$ cat src/hw/cacc_pkg.sv
// constants, register map and carrier types for the counter array block
package cacc_pkg;

  // ==========================================================
  // geometry
  localparam int NUM_UNITS = 5;
  localparam int WDOG_UNIT = 4;

  typedef logic [7:0]  cacc_byte_t;
  typedef logic [15:0] cacc_word_t;

  // ==========================================================
  // register addresses on the special-function-register bus
  localparam cacc_byte_t ADDR_CTRL   = 8'hd8;
  localparam cacc_byte_t ADDR_CNT_LO = 8'hf9;
  localparam cacc_byte_t ADDR_CNT_HI = 8'hfa;
  localparam cacc_byte_t ADDR_MODE [NUM_UNITS] = '{8'hda, 8'hdb, 8'hdc, 8'hdd, 8'hde};
  localparam cacc_byte_t ADDR_VAL_LO [NUM_UNITS] = '{8'hfb, 8'he9, 8'heb, 8'hed, 8'hfd};
  localparam cacc_byte_t ADDR_VAL_HI [NUM_UNITS] = '{8'hfc, 8'hea, 8'hec, 8'hee, 8'hfe};

  // ==========================================================
  // field positions of the control register
  localparam int CTRL_OVF_BIT = 7;
  localparam int CTRL_RUN_BIT = 6;
  localparam int CTRL_FLAG_LSB = 0;

  // ==========================================================
  // reset values and limits
  localparam cacc_word_t CNT_RESET  = 16'h0000;
  localparam cacc_word_t CNT_MAX    = 16'hffff;
  localparam cacc_word_t CNT_STEP   = 16'h0001;
  localparam cacc_byte_t BYTE_ZERO  = 8'h00;
  localparam cacc_byte_t BYTE_MAX   = 8'hff;

  // ==========================================================
  // mode register layout, bit 7 down to bit 0
  typedef struct packed {
    logic wide;   // wide_modulation_select
    logic comp;   // comparator_enable
    logic rise;   // rising_capture_enable
    logic fall;   // falling_capture_enable
    logic mat;    // match_flag_enable
    logic tog;    // toggle_enable
    logic pwm;    // modulation_enable
    logic irq;    // module_irq_mask
  } cacc_mode_t;

  localparam cacc_mode_t MODE_RESET = '0;

  // one bus request: address, strobes and write data
  typedef struct packed {
    cacc_byte_t addr;
    logic       wr;
    logic       rd;
    cacc_byte_t wdata;
  } cacc_sfr_req_t;

endpackage

$ cat src/hw/cacc_unit.sv
// one capture/compare module: edge capture, match, toggle, modulation, frequency output
module cacc_unit (
  // clock and reset
  input  wire logic               ref_clk_i,
  input  wire logic               reset_i,
  // configuration and shared state
  input  wire cacc_pkg::cacc_mode_t mode_i,
  input  wire cacc_pkg::cacc_word_t value_i,
  input  wire cacc_pkg::cacc_word_t count_i,
  input  wire logic               tick_i,
  // synchronised pin samples
  input  wire logic               pin_now_i,
  input  wire logic               pin_prev_i,
  // events to the register file
  output logic                    capture_o,
  output logic                    event_o,
  output logic                    freq_hit_o,
  // pin drive
  output logic                    pin_o,
  output logic                    pin_oe_o
);
  import cacc_pkg::*;

  logic cmp_hit;
  logic lo_hit;
  logic freq_mode;
  logic pin_reg;
  logic pin_next;
  logic oe_reg;
  logic oe_next;

  // ==========================================================
  // event decode
  always_comb begin
    cmp_hit    = mode_i.comp && tick_i && (count_i == value_i);
    lo_hit     = mode_i.comp && tick_i && (count_i[7:0] == value_i[7:0]);
    capture_o  = (mode_i.rise && pin_now_i && !pin_prev_i)
              || (mode_i.fall && !pin_now_i && pin_prev_i);
    freq_mode  = mode_i.tog && mode_i.pwm;
    freq_hit_o = freq_mode && lo_hit;
    event_o    = capture_o || (mode_i.mat && cmp_hit);
  end

  // ==========================================================
  // pin waveform
  always_comb begin
    pin_next = pin_reg;
    oe_next  = mode_i.tog || mode_i.pwm;
    if (freq_mode) begin
      pin_next = pin_reg ^ lo_hit;
    end else if (mode_i.pwm) begin
      if (mode_i.wide) begin
        pin_next = (count_i >= value_i);
      end else begin
        pin_next = (count_i[7:0] >= value_i[7:0]);
      end
    end else if (mode_i.tog && cmp_hit) begin
      pin_next = !pin_reg;
    end
  end

  always_ff @(posedge ref_clk_i) begin
    if (reset_i) begin
      pin_reg <= 1'b0;
      oe_reg  <= 1'b0;
    end else begin
      pin_reg <= pin_next;
      oe_reg  <= oe_next;
    end
  end

  assign pin_o    = pin_reg;
  assign pin_oe_o = oe_reg;
endmodule

$ cat src/hw/cacc_top.sv
// counter array with five capture/compare modules behind the sfr bus
//
// Summary of operation
// - five identical modules 0..4, each with mode and 16-bit value, one shared counter
// - mode bit 7 picks 8-bit or 16-bit modulation when modulation is on
// - mode bit 6 enables the comparator of the module
// - mode bit 5 enables capture on rising pin edges
// - mode bit 4 enables capture on falling pin edges
// - mode bit 3: counter equal to value sets the module flag
// - mode bit 2: counter equal to value inverts the module pin
// - toggle and modulation both set select frequency output mode
// - mode bit 1 drives a modulated waveform on the module pin
// - mode bit 0 lets a set module flag raise an interrupt request
// - shared counter read and written as low and high byte registers
// - each module value read and written as low and high byte registers
// - flag set on match or capture stays set until software clears it
// - counter wrap from all ones to zero sets a sticky overflow flag
// - with watchdog enabled, module four serves as the watchdog
module cacc_top (
  // clock and reset
  input  wire logic                    ref_clk_i,
  input  wire logic                    reset_i,
  // special-function-register bus
  input  wire cacc_pkg::cacc_sfr_req_t sfr_req_i,
  output logic [7:0]                   sfr_rdata_o,
  // module pins
  input  wire logic [4:0]              module_pin_i,
  output logic [4:0]                   module_pin_o,
  output logic [4:0]                   module_pin_oe_o,
  // watchdog and interrupt
  input  wire logic                    watchdog_enable_i,
  output logic                         irq_o,
  output logic                         watchdog_reset_o
);
  import cacc_pkg::*;

  // ==========================================================
  // state
  cacc_word_t           cnt_reg;
  cacc_word_t           cnt_next;
  logic                 run_reg;
  logic                 run_next;
  logic                 ovf_reg;
  logic                 ovf_next;
  logic [NUM_UNITS-1:0] flag_reg;
  logic [NUM_UNITS-1:0] flag_next;
  cacc_mode_t           mode_reg [NUM_UNITS];
  cacc_mode_t           mode_next [NUM_UNITS];
  cacc_word_t           val_reg [NUM_UNITS];
  cacc_word_t           val_next [NUM_UNITS];
  cacc_byte_t           rdata_reg;
  cacc_byte_t           rdata_next;
  logic                 irq_reg;
  logic                 irq_next;
  logic                 wdt_reg;
  logic                 wdt_next;
  logic [NUM_UNITS-1:0] pin_s1_reg;
  logic [NUM_UNITS-1:0] pin_s2_reg;
  logic [NUM_UNITS-1:0] pin_s3_reg;

  // ==========================================================
  // per-module wiring
  logic                 tick;
  logic                 cnt_wr;
  logic                 ctrl_wr;
  logic                 wdog_on;
  logic [NUM_UNITS-1:0] cap;
  logic [NUM_UNITS-1:0] evt;
  logic [NUM_UNITS-1:0] freq_hit;
  logic [NUM_UNITS-1:0] irq_cause;
  cacc_mode_t           unit_mode [NUM_UNITS];

  // true when the current request writes the given address
  function automatic logic wr_at(input cacc_sfr_req_t req, input cacc_byte_t addr);
    return req.wr && (req.addr == addr);
  endfunction

  // read multiplexer over the whole map; unmapped addresses read zero
  function automatic cacc_byte_t read_mux(input cacc_byte_t addr);
    cacc_byte_t data;
    data = BYTE_ZERO;
    if (addr == ADDR_CTRL) begin
      data[CTRL_OVF_BIT] = ovf_reg;
      data[CTRL_RUN_BIT] = run_reg;
      data[CTRL_FLAG_LSB +: NUM_UNITS] = flag_reg;
    end
    if (addr == ADDR_CNT_LO) begin
      data = cnt_reg[7:0];
    end
    if (addr == ADDR_CNT_HI) begin
      data = cnt_reg[15:8];
    end
    for (int i = 0; i < NUM_UNITS; i++) begin
      if (addr == ADDR_MODE[i]) begin
        data = mode_reg[i];
      end
      if (addr == ADDR_VAL_LO[i]) begin
        data = val_reg[i][7:0];
      end
      if (addr == ADDR_VAL_HI[i]) begin
        data = val_reg[i][15:8];
      end
    end
    return data;
  endfunction

  // ==========================================================
  // pin synchronisers: first stage feeds only the second
  always_ff @(posedge ref_clk_i) begin
    if (reset_i) begin
      pin_s1_reg <= '0;
      pin_s2_reg <= '0;
      pin_s3_reg <= '0;
    end else begin
      pin_s1_reg <= module_pin_i;
      pin_s2_reg <= pin_s1_reg;
      pin_s3_reg <= pin_s2_reg;
    end
  end

  // ==========================================================
  // capture/compare modules
  always_comb begin
    wdog_on = watchdog_enable_i;
    for (int i = 0; i < NUM_UNITS; i++) begin
      unit_mode[i] = mode_reg[i];
    end
    if (wdog_on) begin
      unit_mode[WDOG_UNIT] = MODE_RESET;
    end
  end

  for (genvar g = 0; g < NUM_UNITS; g++) begin : gen_unit
    cacc_unit u_unit (
      .ref_clk_i  (ref_clk_i),
      .reset_i    (reset_i),
      .mode_i     (unit_mode[g]),
      .value_i    (val_reg[g]),
      .count_i    (cnt_reg),
      .tick_i     (tick),
      .pin_now_i  (pin_s2_reg[g]),
      .pin_prev_i (pin_s3_reg[g]),
      .capture_o  (cap[g]),
      .event_o    (evt[g]),
      .freq_hit_o (freq_hit[g]),
      .pin_o      (module_pin_o[g]),
      .pin_oe_o   (module_pin_oe_o[g])
    );
  end

  // ==========================================================
  // shared counter and control register
  always_comb begin
    ctrl_wr  = wr_at(sfr_req_i, ADDR_CTRL);
    cnt_wr   = wr_at(sfr_req_i, ADDR_CNT_LO) || wr_at(sfr_req_i, ADDR_CNT_HI);
    tick     = run_reg && !cnt_wr;
    cnt_next = cnt_reg;
    run_next = run_reg;
    ovf_next = ovf_reg;
    if (wr_at(sfr_req_i, ADDR_CNT_LO)) begin
      cnt_next[7:0] = sfr_req_i.wdata;
    end
    if (wr_at(sfr_req_i, ADDR_CNT_HI)) begin
      cnt_next[15:8] = sfr_req_i.wdata;
    end
    if (tick) begin
      cnt_next = cacc_word_t'(cnt_reg + CNT_STEP);
    end
    if (ctrl_wr) begin
      run_next = sfr_req_i.wdata[CTRL_RUN_BIT];
      ovf_next = sfr_req_i.wdata[CTRL_OVF_BIT];
    end
    if (tick && (cnt_reg == CNT_MAX)) begin
      ovf_next = 1'b1;
    end
  end

  always_ff @(posedge ref_clk_i) begin
    if (reset_i) begin
      cnt_reg <= CNT_RESET;
      run_reg <= 1'b0;
      ovf_reg <= 1'b0;
    end else begin
      cnt_reg <= cnt_next;
      run_reg <= run_next;
      ovf_reg <= ovf_next;
    end
  end

  // ==========================================================
  // module flags, modes and values
  always_comb begin
    flag_next = flag_reg;
    if (ctrl_wr) begin
      flag_next = sfr_req_i.wdata[CTRL_FLAG_LSB +: NUM_UNITS];
    end
    flag_next = flag_next | evt;
    for (int i = 0; i < NUM_UNITS; i++) begin
      mode_next[i] = mode_reg[i];
      val_next[i]  = val_reg[i];
      if (wr_at(sfr_req_i, ADDR_MODE[i])) begin
        mode_next[i] = sfr_req_i.wdata;
      end
      if (wr_at(sfr_req_i, ADDR_VAL_LO[i])) begin
        val_next[i][7:0] = sfr_req_i.wdata;
      end
      if (wr_at(sfr_req_i, ADDR_VAL_HI[i])) begin
        val_next[i][15:8] = sfr_req_i.wdata;
      end
      if (freq_hit[i]) begin
        val_next[i][7:0] = cacc_byte_t'(val_reg[i][7:0] + val_reg[i][15:8]);
      end
      if (cap[i]) begin
        val_next[i] = cnt_reg;
      end
    end
    // watchdog reload: high byte becomes counter high plus offset
    if (wdog_on && wr_at(sfr_req_i, ADDR_VAL_HI[WDOG_UNIT])) begin
      val_next[WDOG_UNIT][15:8] =
        cacc_byte_t'(cnt_reg[15:8] + val_reg[WDOG_UNIT][7:0]);
    end
  end

  always_ff @(posedge ref_clk_i) begin
    if (reset_i) begin
      flag_reg <= '0;
      for (int i = 0; i < NUM_UNITS; i++) begin
        mode_reg[i] <= MODE_RESET;
        val_reg[i]  <= CNT_RESET;
      end
    end else begin
      flag_reg <= flag_next;
      for (int i = 0; i < NUM_UNITS; i++) begin
        mode_reg[i] <= mode_next[i];
        val_reg[i]  <= val_next[i];
      end
    end
  end

  // ==========================================================
  // interrupt request, watchdog reset and read data
  always_comb begin
    for (int i = 0; i < NUM_UNITS; i++) begin
      irq_cause[i] = flag_reg[i] && mode_reg[i].irq;
    end
    irq_next = |irq_cause;
    wdt_next = wdog_on
            && ((tick && (cnt_reg[7:0] == BYTE_MAX)
                 && (cnt_reg[15:8] == val_reg[WDOG_UNIT][15:8]))
                || (ctrl_wr && sfr_req_i.wdata[CTRL_FLAG_LSB + WDOG_UNIT]));
    rdata_next = rdata_reg;
    if (sfr_req_i.rd) begin
      rdata_next = read_mux(sfr_req_i.addr);
    end
  end

  always_ff @(posedge ref_clk_i) begin
    if (reset_i) begin
      irq_reg   <= 1'b0;
      wdt_reg   <= 1'b0;
      rdata_reg <= BYTE_ZERO;
    end else begin
      irq_reg   <= irq_next;
      wdt_reg   <= wdt_next;
      rdata_reg <= rdata_next;
    end
  end

  assign irq_o            = irq_reg;
  assign watchdog_reset_o = wdt_reg;
  assign sfr_rdata_o      = rdata_reg;
endmodule

$ cat config.mk
export PLATFORM = sky130hd
export DESIGN_NAME = cacc_top
export DESIGN_NICKNAME = d
export VERILOG_FILES = /design/src/hw/cacc_pkg.sv /design/src/hw/cacc_unit.sv /design/src/hw/cacc_top.sv
export SDC_FILE = /design/constraint.sdc
export NUM_CORES = 1
export LEC_CHECK = 0
export BUFFER_PORTS_ARGS = -buffer_cell sky130_fd_sc_hd__buf_2
export CORE_UTILIZATION = 25
export CTS_CLUSTER_SIZE = 20
export DETAILED_ROUTE_END_ITERATION = 7
export PLACE_DENSITY_LB_ADDON = 0.05
export SLEW_MARGIN = 20
export SYNTH_ARGS = -nofsm -noshare
export SYNTH_HDL_FRONTEND = slang
export SYNTH_SLANG_ARGS = --single-unit
$ cat constraint.sdc
create_clock -name ref_clk_i -period 6.5 [get_ports ref_clk_i]
set_clock_uncertainty 0.2 [all_clocks]
set_input_delay 0.65 -clock ref_clk_i [delete_from_list [all_inputs] [get_ports ref_clk_i]]
set_output_delay 0.65 -clock ref_clk_i [all_outputs]
set_load 0.05 [all_outputs]
Word-level counts from Yosys, hierarchy flattened
Memories as Yosys holds them, arrays and structs flattened. Index checks and enable logic that the tools add are counted.

Flip-flop bits (word level): 58. Bits in latches: 0. RAM bits: 120. Bits in read-only memories: 0. Input bits: 26. Word-level logic and storage cells: 299. Memories kept: 2.

Memories: val_reg (depth 5, bits a word 16, rd ports 5, clocked after Yosys merged registers in 0, wr ports 5, line cacc_top.sv:49) `cacc_word_t val_reg [NUM_UNITS];`; mode_reg (depth 5, bits a word 8, rd ports 5, clocked after Yosys merged registers in 0, wr ports 5, line cacc_top.sv:47) `cacc_mode_t mode_reg [NUM_UNITS];`.

Add/subtract/negate cells: 7. Multipliers: 0. Div/mod/pow operators: 0. Magnitude comparators: 10. Equal/unequal tests: 31. Shift-type cells: 0. Mux-type cells: 85. Bitwise gates (word level): 16. Reduce and logical (&&, ||, !) cells: 127.

Operator list (number): $mux 8 (46); $mux 16 (11); $eq 8x8->1 const B (19); $logic_and 1x1->1 (85); $eq 16x16->1 (5); $ge 16x16->1 (5); $add 8x8->8 (6); $eq 8x8->1 (6); $ge 8x8->1 (5); $mux 1 (25); $logic_or 1x1->1 (17); $add 16x1->16 const B (1); $eq 16x16->1 const B (1); $logic_not 1->1 (16); $reduce_bool 3->1 (5); $mux 5 (2); $or 1x1->1 (10); $reduce_bool 2->1 (3); $or 5x5->5 (1); $reduce_or 5->1 (1); $xor 1x1->1 (5); $mux 2 (1).

Logic depth before layout (Yosys ltp)
Gate-level depths: netlist of run 1.

Depth in word-level cells: 19. Mapped depth: 10.

By module
Synthesis of run 1 repeated with hierarchy kept, for this count alone.

Cell total of the unflattened synthesis: 1835. Area, all modules: 14239.9 um^2.

Modules (own cells, without submodules): cacc_top (times used 1, cells an instance 1453, area an instance 11365.9 um^2, seq. area each 3363.2 um^2); cacc_unit at gen_unit[0].u_unit ... (times used 3, cells an instance 76, area an instance 564.3 um^2, seq. area each 40.0 um^2); cacc_unit at gen_unit[3].u_unit ... (times used 2, cells an instance 77, area an instance 590.6 um^2, seq. area each 40.0 um^2).

Least setup slack after synthesis of run 1
No wires, ideal clock.

Path kind: input-to-reg. Start: input sfr_req_i[9] in the netlist's numbering. End: memory val_reg[0][71] in the netlist's numbering. Setup time: 0.086 ns. Data arrival time: 2.518 ns. Data required time: 6.214 ns. Slack: 3.696 ns. Stages on the path: 9. Cells stage by stage: buf_2 inv_2 or4_1 buf_2 and2_1 buf_6 and4_1 a2111o_1 a221oi_2.

RTL lines: from (decl) (line cacc_top.sv:24) `input wire cacc_pkg::cacc_sfr_req_t sfr_req_i,`; to (decl) (line cacc_top.sv:49).

==> impl_metrics.json, run 1 <==
{
  "status": "completed",
  "grt_max_degree": 74,
  "ys_ff_latch": 178,
  "setup_ws_ps": 2950,
  "core_area_um2": 54000,
  "required_ps": 6700,
  "fin_crit_ps": 3550,
  "post_drt_wl_per_cell_um": 28.0,
  "numCtsBuffers": 17,
  "slew_viol_final": 0,
  "post-cts-setup-buffers": 0,
  "htreeDepth": 4,
  "yosys_warnings": 0,
  "root_buffer": "clkbuf_16",
  "cts.path.max_buffers": 2,
  "cp_max_fo": 27,
  "worstPathArrival_ps": 3750,
  "die_area_um2": 55900,
  "synth_top_area_share_pct": 25.9,
  "maxSlewHeadroom_pct": 34.4,
  "vias": 13934,
  "synth_top_area_cell": "dfxtp_1",
  "fin_tns_setup_ps": 0,
  "clkTransAtPathRegs_ps": 70,
  "crit_type": "primary input to flip-flop",
  "tritoncts": "built",
  "via_per_inst": 5.65,
  "post_cts_resized": 0,
  "grt_usage_pct": 24.9,
  "crit_buf_inv": 1,
  "path_cells": "buf_2 > nand4_1 > or4_1 > nand2_1 > and2_1 > a2111oi_0 > a31o_2",
  "hold_viol": 0,
  "setup_viol": 0,
  "synth_edf_count": 0,
  "drt-pass1-iter-count": 5,
  "synth_area_leaders": "dfxtp_1 (26%), ha_1 (11%), nand2_1 (5.5%), nor2_1 (4.9%), a21oi_1 (4.6%)",
  "slowest_delay_ps": 980,
  "period_share_pct": 54.6,
  "drt_iter0_markers": 1085,
  "antenna_found_initial": 2,
  "io_buffers": 45,
  "seq_area_frac_synth_pct": 25.9,
  "drive_gt1_share_pct": 7.91,
  "first_global_vias": 13293,
  "drtAntennaViolNets": 0,
  "post-place-ws_ps": 2500,
  "critical-path-top-delay-family": "simple AND/OR/NAND/NOR gates",
  "finalNetCount": 1913,
  "synthesis.area_um2": 13700,
  "grt_overflow": 0,
  "syn_nets": 1952,
  "ys_types": 77,
  "gp_congestion": 0.884,
  "rows": 85,
  "worst_pin_slew_ps": 980,
  "largest_reg_flops": 80,
  "grt_setup_unrepaired": "false",
  "fmax_mhz": 282,
  "fp.dieW_um": 236,
  "dp_hpwl_um": 48700,
  "avgSynthCellArea_um2": 7.64,
  "drc": 0,
  "start_util_pct": 25.4,
  "wl_um": 69100,
  "clkSinkCount": 178,
  "syn_to_final_growth_pct": 10.7,
  "die_height_um": 236,
  "worst_path_max_delay_cell": "or4_1",
  "dp_cells": 2435,
  "ys_dominant_reg_cell": "dfxtp_1",
  "insertion_delay_ps": 510,
  "cap_viol_max_count": 0,
  "grt_pass1_wl_um": 99700,
  "ctsHoldBuffers": 0,
  "crit_path_end_kind": "flip-flop",
  "hold_class": "primary input to flip-flop",
  "finalNonFillerCells": 2468,
  "netlist_instances": 1797,
  "leakagePower_nw": 5.99,
  "ir_worst_vdd_mv": 0.229,
  "p_per_area_nw_per_um2": 167,
  "synthArstFlopShare_pct": 0,
  "critPathLaunchType": "primary input",
  "top_level_ports": 46
}
==> area by class of cell <==
type / instances / area (um^2)
Tap cell: 696 / 871
Clock inverter: 15 / 220
Timing Repair Buffer: 83 / 517
Sequential cell: 178 / 3560
Clock buffer: 17 / 425
Multi-Input combinational cell: 1378 / 9230
Fill cell: 5876 / 38800
Inverter: 100 / 375
Antenna cell: 1 / 2.50
==> cell families (layout without fill, tap and decap cells) <==
family                     after synthesis  in the layout  synth area share, %
xor gates and xnor gates                27             27                 1.72
buffers and inverters                  241            215                 7.07
other                                    0              1                    0
muxes                                   68             68                 5.01
AOI/OAI and AO/OA                      529            529                 26.8
and+or+nand+nor                        625            625                 21.4
DFF                                    178            178                 25.9
adders and majority gates              129            129                 12.1
==> where the power goes <==
part	internal (mW)	leakage, nW	switching (mW)
clock	0.656	0.313	0.573
combinational	0.0472	4.24	0.153
sequential	1.10	1.44	0.00776
==> layer usage <==
| layer | track usage (%) | vias up | share of wire, % |
|---|---|---|---|
| met5 | 0 | - | 0.043 |
| met1 | 34.2 | 6901 | 47 |
| met2 | 39.4 | 413 | 45 |
| met3 | 3.76 | 85 | 4.9 |
| li1 | - | 6531 | - |
| met4 | 8.09 | 4 | 2.7 |
==> stage by stage <==
stage / area, um^2 / hold WS [ps] / power, mW / util (%)
5_1_grt: 15200 / 136 / 2.61 / 28.1
2_1_floorplan: 13700 / 214 / 1.24 / -
3_3_place_gp: 14500 / 229 / 1.33 / 26.9
4_1_cts: 15200 / 111 / 2.57 / 28.1
6_report: 15200 / 150 / 2.53 / 28.1
3_5_place_dp: 14500 / 233 / 1.33 / 26.9
==> placed cells by master (no fill, tap or decap), types with 34 or more instances in the layout <==
master and n:
inv_1 99, nand2_1 202, nor2b_1 34, buf_4 38, dfxtp_1 178, nand3_1 61
ha_1 123, a21o_1 38, nor2_1 179, a21oi_1 126, mux2i_1 62, a311oi_1 37
buf_2 44, o21ai_0 75
==> path summary, 6_finish.rpt <==
path	start	to	slack (ps)	cells past startpoint
setup reg to reg	cnt_reg[0]	val_reg[0][3]	2960	8
hold / removal	module_pin_i[1]	pin_s1_reg[1]	150	2
setup / recovery	sfr_req_i[15]	val_reg[0][66]	2950	7
hold reg to reg	pin_s1_reg[0]	pin_s2_reg[0]	250	1
==> Yosys cell counts, types with 29 or more instances <==
cell	instances
nand2_1	202
nor2_1	179
dfxtp_1	178
a21oi_1	127
ha_1	123
clkbuf_1	102
inv_1	99
o21ai_0	75
mux2i_1	62
nand3_1	61
a21o_1	38
a311oi_1	37
nor2b_1	34
a211oi_1	29
nand4_1	29
(Power assumes the default switching activity.)
==> inputs of run 2 (changes only) <==
==> constraint.sdc (replaced) <==
create_clock -name ref_clk_i -period 3.7 [get_ports ref_clk_i]
set_clock_uncertainty 0.2 [all_clocks]
set_input_delay 0.37 -clock ref_clk_i [delete_from_list [all_inputs] [get_ports ref_clk_i]]
set_output_delay 0.37 -clock ref_clk_i [all_outputs]
set_load 0.05 [all_outputs]
==> run 2 against run 1 <==
Cell area increased by 2.9%; worst hold slack worse by 13 ps; core utilization increased by 0.82 points; clock power up 61%; sequential power is 76% higher; largest power group unchanged.
==> impl_metrics.json, run 2 (synthesis results as in run 1) <==
{
  "status": "completed",
  "clkSinkCount": 178,
  "drive_gt1_share_pct": 10.6,
  "via_per_inst": 5.58,
  "fillers": 5863,
  "grtUsageMet2_pct": 38.8,
  "min_path_cells": 3,
  "crit_type": "flip-flop to flip-flop",
  "gp_congestion": 0.935,
  "slew_viol_final": 0,
  "post_cts_resized": 0,
  "drt-pass1-iter-count": 6,
  "grt_usage_pct": 25.2,
  "fin_tns_setup_ps": 0,
  "grt_setup_unrepaired": "false",
  "leakagePower_nw": 6.27,
  "grt_overflow": 0,
  "antennaDiodeCount": 0,
  "fp.dieW_um": 236,
  "die_area_um2": 55900,
  "first_global_vias": 13619,
  "worst_pin_slew_ps": 942,
  "timing.rr.end": "val_reg[0][18]",
  "p_per_area_nw_per_um2": 274,
  "tritoncts": "built",
  "antenna_found_initial": 1,
  "r2r-start": "cnt_reg[6]",
  "largest_reg_flops": 80,
  "final_common_cell": "nand2_1",
  "crit_path_end_kind": "flip-flop",
  "core_area_um2": 54000,
  "setup_viol": 0,
  "final_cell_mix": "nand2_1 (202), nor2_1 (179), dfxtp_1 (178), a21oi_1 (126), ha_1 (123)",
  "root_buffer": "clkbuf_16",
  "io_buffers": 45,
  "dp_hpwl_um": 52600,
  "vias": 14127,
  "busiest_layer": "met2",
  "holdPathEnd": "sfr_rdata_o[7]",
  "wl_um": 70300,
  "htreeDepth": 4,
  "period_share_pct": 92.0,
  "fin_crit_ps": 3400,
  "drc": 0,
  "use_met1_pct": 35.3,
  "cap_viol_max_count": 0,
  "required_ps": 3930,
  "grt_pass1_wl_um": 101000,
  "numCtsBuffers": 17,
  "min_from": "sfr_req_i[8]",
  "grt_max_degree": 117,
  "ir_worst_vdd_mv": 0.408,
  "hold_viol": 0,
  "syn_to_final_growth_pct": 13.9,
  "drt_iter0_markers": 1190,
  "r2r_slack_ps": 300,
  "maxSlewHeadroom_pct": 36.5,
  "finalNetCount": 1977,
  "grt.met3_usage_pct": 3.78,
  "start_util_pct": 25.4,
  "drtAntennaViolNets": 0,
  "dp_cells": 2493,
  "finalNonFillerCells": 2531,
  "fmax_mhz": 294,
  "clkTransAtPathRegs_ps": 90,
  "multiInputGateArea_um2": 9220,
  "critPathLaunchType": "flip-flop",
  "rows": 85,
  "post_drt_wl_per_cell_um": 27.8,
  "die_height_um": 236,
  "insertion_delay_ps": 510,
  "hold_class": "primary input to flip-flop",
  "top_level_ports": 46,
  "r2r_cells": 8,
  "cp_max_fo": 10,
  "cts.path.max_buffers": 2,
  "worstPathArrival_ps": 3640,
  "seq_area_um2": 3560
}
==> run 2: changes by cell type in the layout (fill, tap and decap cells not counted) <==
cell	delta
buf_4	+56
dlygate4sd3_1	+6
clkinv_2	+3
o21ai_1	+3
o21ai_2	-3
buf_12	+2
bufinv_16	-2
inv_8	-2
clkbuf_1	+1
clkinv_4	-1
clkinvlp_4	+1
diode_2	-1
==> run 2: routing by layer <==
layer | vias up | wire (um)
met5 | - | 0
met4 | 0 | 2360
met3 | 77 | 3550
met2 | 462 | 30900
met1 | 6950 | 33500
li1 | 6638 | -
==> run 2: how the worst max path moves through the flow <==
| stage | startpoint | to | depth (start not counted) |
|---|---|---|---|
| 2_1_floorplan | cnt_reg[0] | val_reg[0][3] | 10 |
| 3_3_place_gp | cnt_reg[6] | val_reg[0][16] | 8 |
| 3_5_place_dp | cnt_reg[6] | val_reg[0][16] | 8 |
| 4_1_cts | cnt_reg[6] | val_reg[0][16] | 8 |
| 5_1_grt | cnt_reg[6] | val_reg[0][18] | 8 |
| 6_report | cnt_reg[6] | val_reg[0][18] | 8 |
==> run 2: layout make-up <==
| cell class | instances | share of cell area (%) |
|---|---|---|
| clock inverter | 14 | 0.968 |
| multi-input combinational | 1378 | 58.9 |
| clock buffer | 18 | 2.74 |
| tap | 696 | 5.57 |
| sequential | 178 | 22.8 |
| timing repair buffer | 147 | 6.63 |
| inverter | 100 | 2.40 |
==> run 2: report_power, final <==
part           internal [mW]  switching [mW]
logic                 0.0967           0.274
registers               1.93          0.0136
clock network           1.00           0.974
total                   3.03            1.26
==> run 2: critical path, cell delays in order, from the launching register on <==
cell and delay, ps:
dfxtp_1 840, ha_1 280, nand4_1 170, nor4_1 600, nand2_1 350, and3_1 360, buf_4 180, a211o_1 220
a21oi_1 130
==> run 2: what timing repair did <==
action	in CTS	in global routing
endpoints found under the setup margin	0	0
hold endpoints to repair	6	0
buffers inserted	0	0
hold buffers	6	0
==> run 2: per-stage QoR <==
step	hold slack, ps	total power [mW]	worst slack, ps	instance area (um^2)	utilization [%]
2_1_floorplan	214	2.18	944	13700	-
3_3_place_gp	222	2.35	369	15000	27.8
3_5_place_dp	224	2.35	288	15000	27.8
4_1_cts	87.2	4.35	270	15600	29.0
5_1_grt	121	4.43	176	15600	29.0
6_report	137	4.29	296	15600	29.0
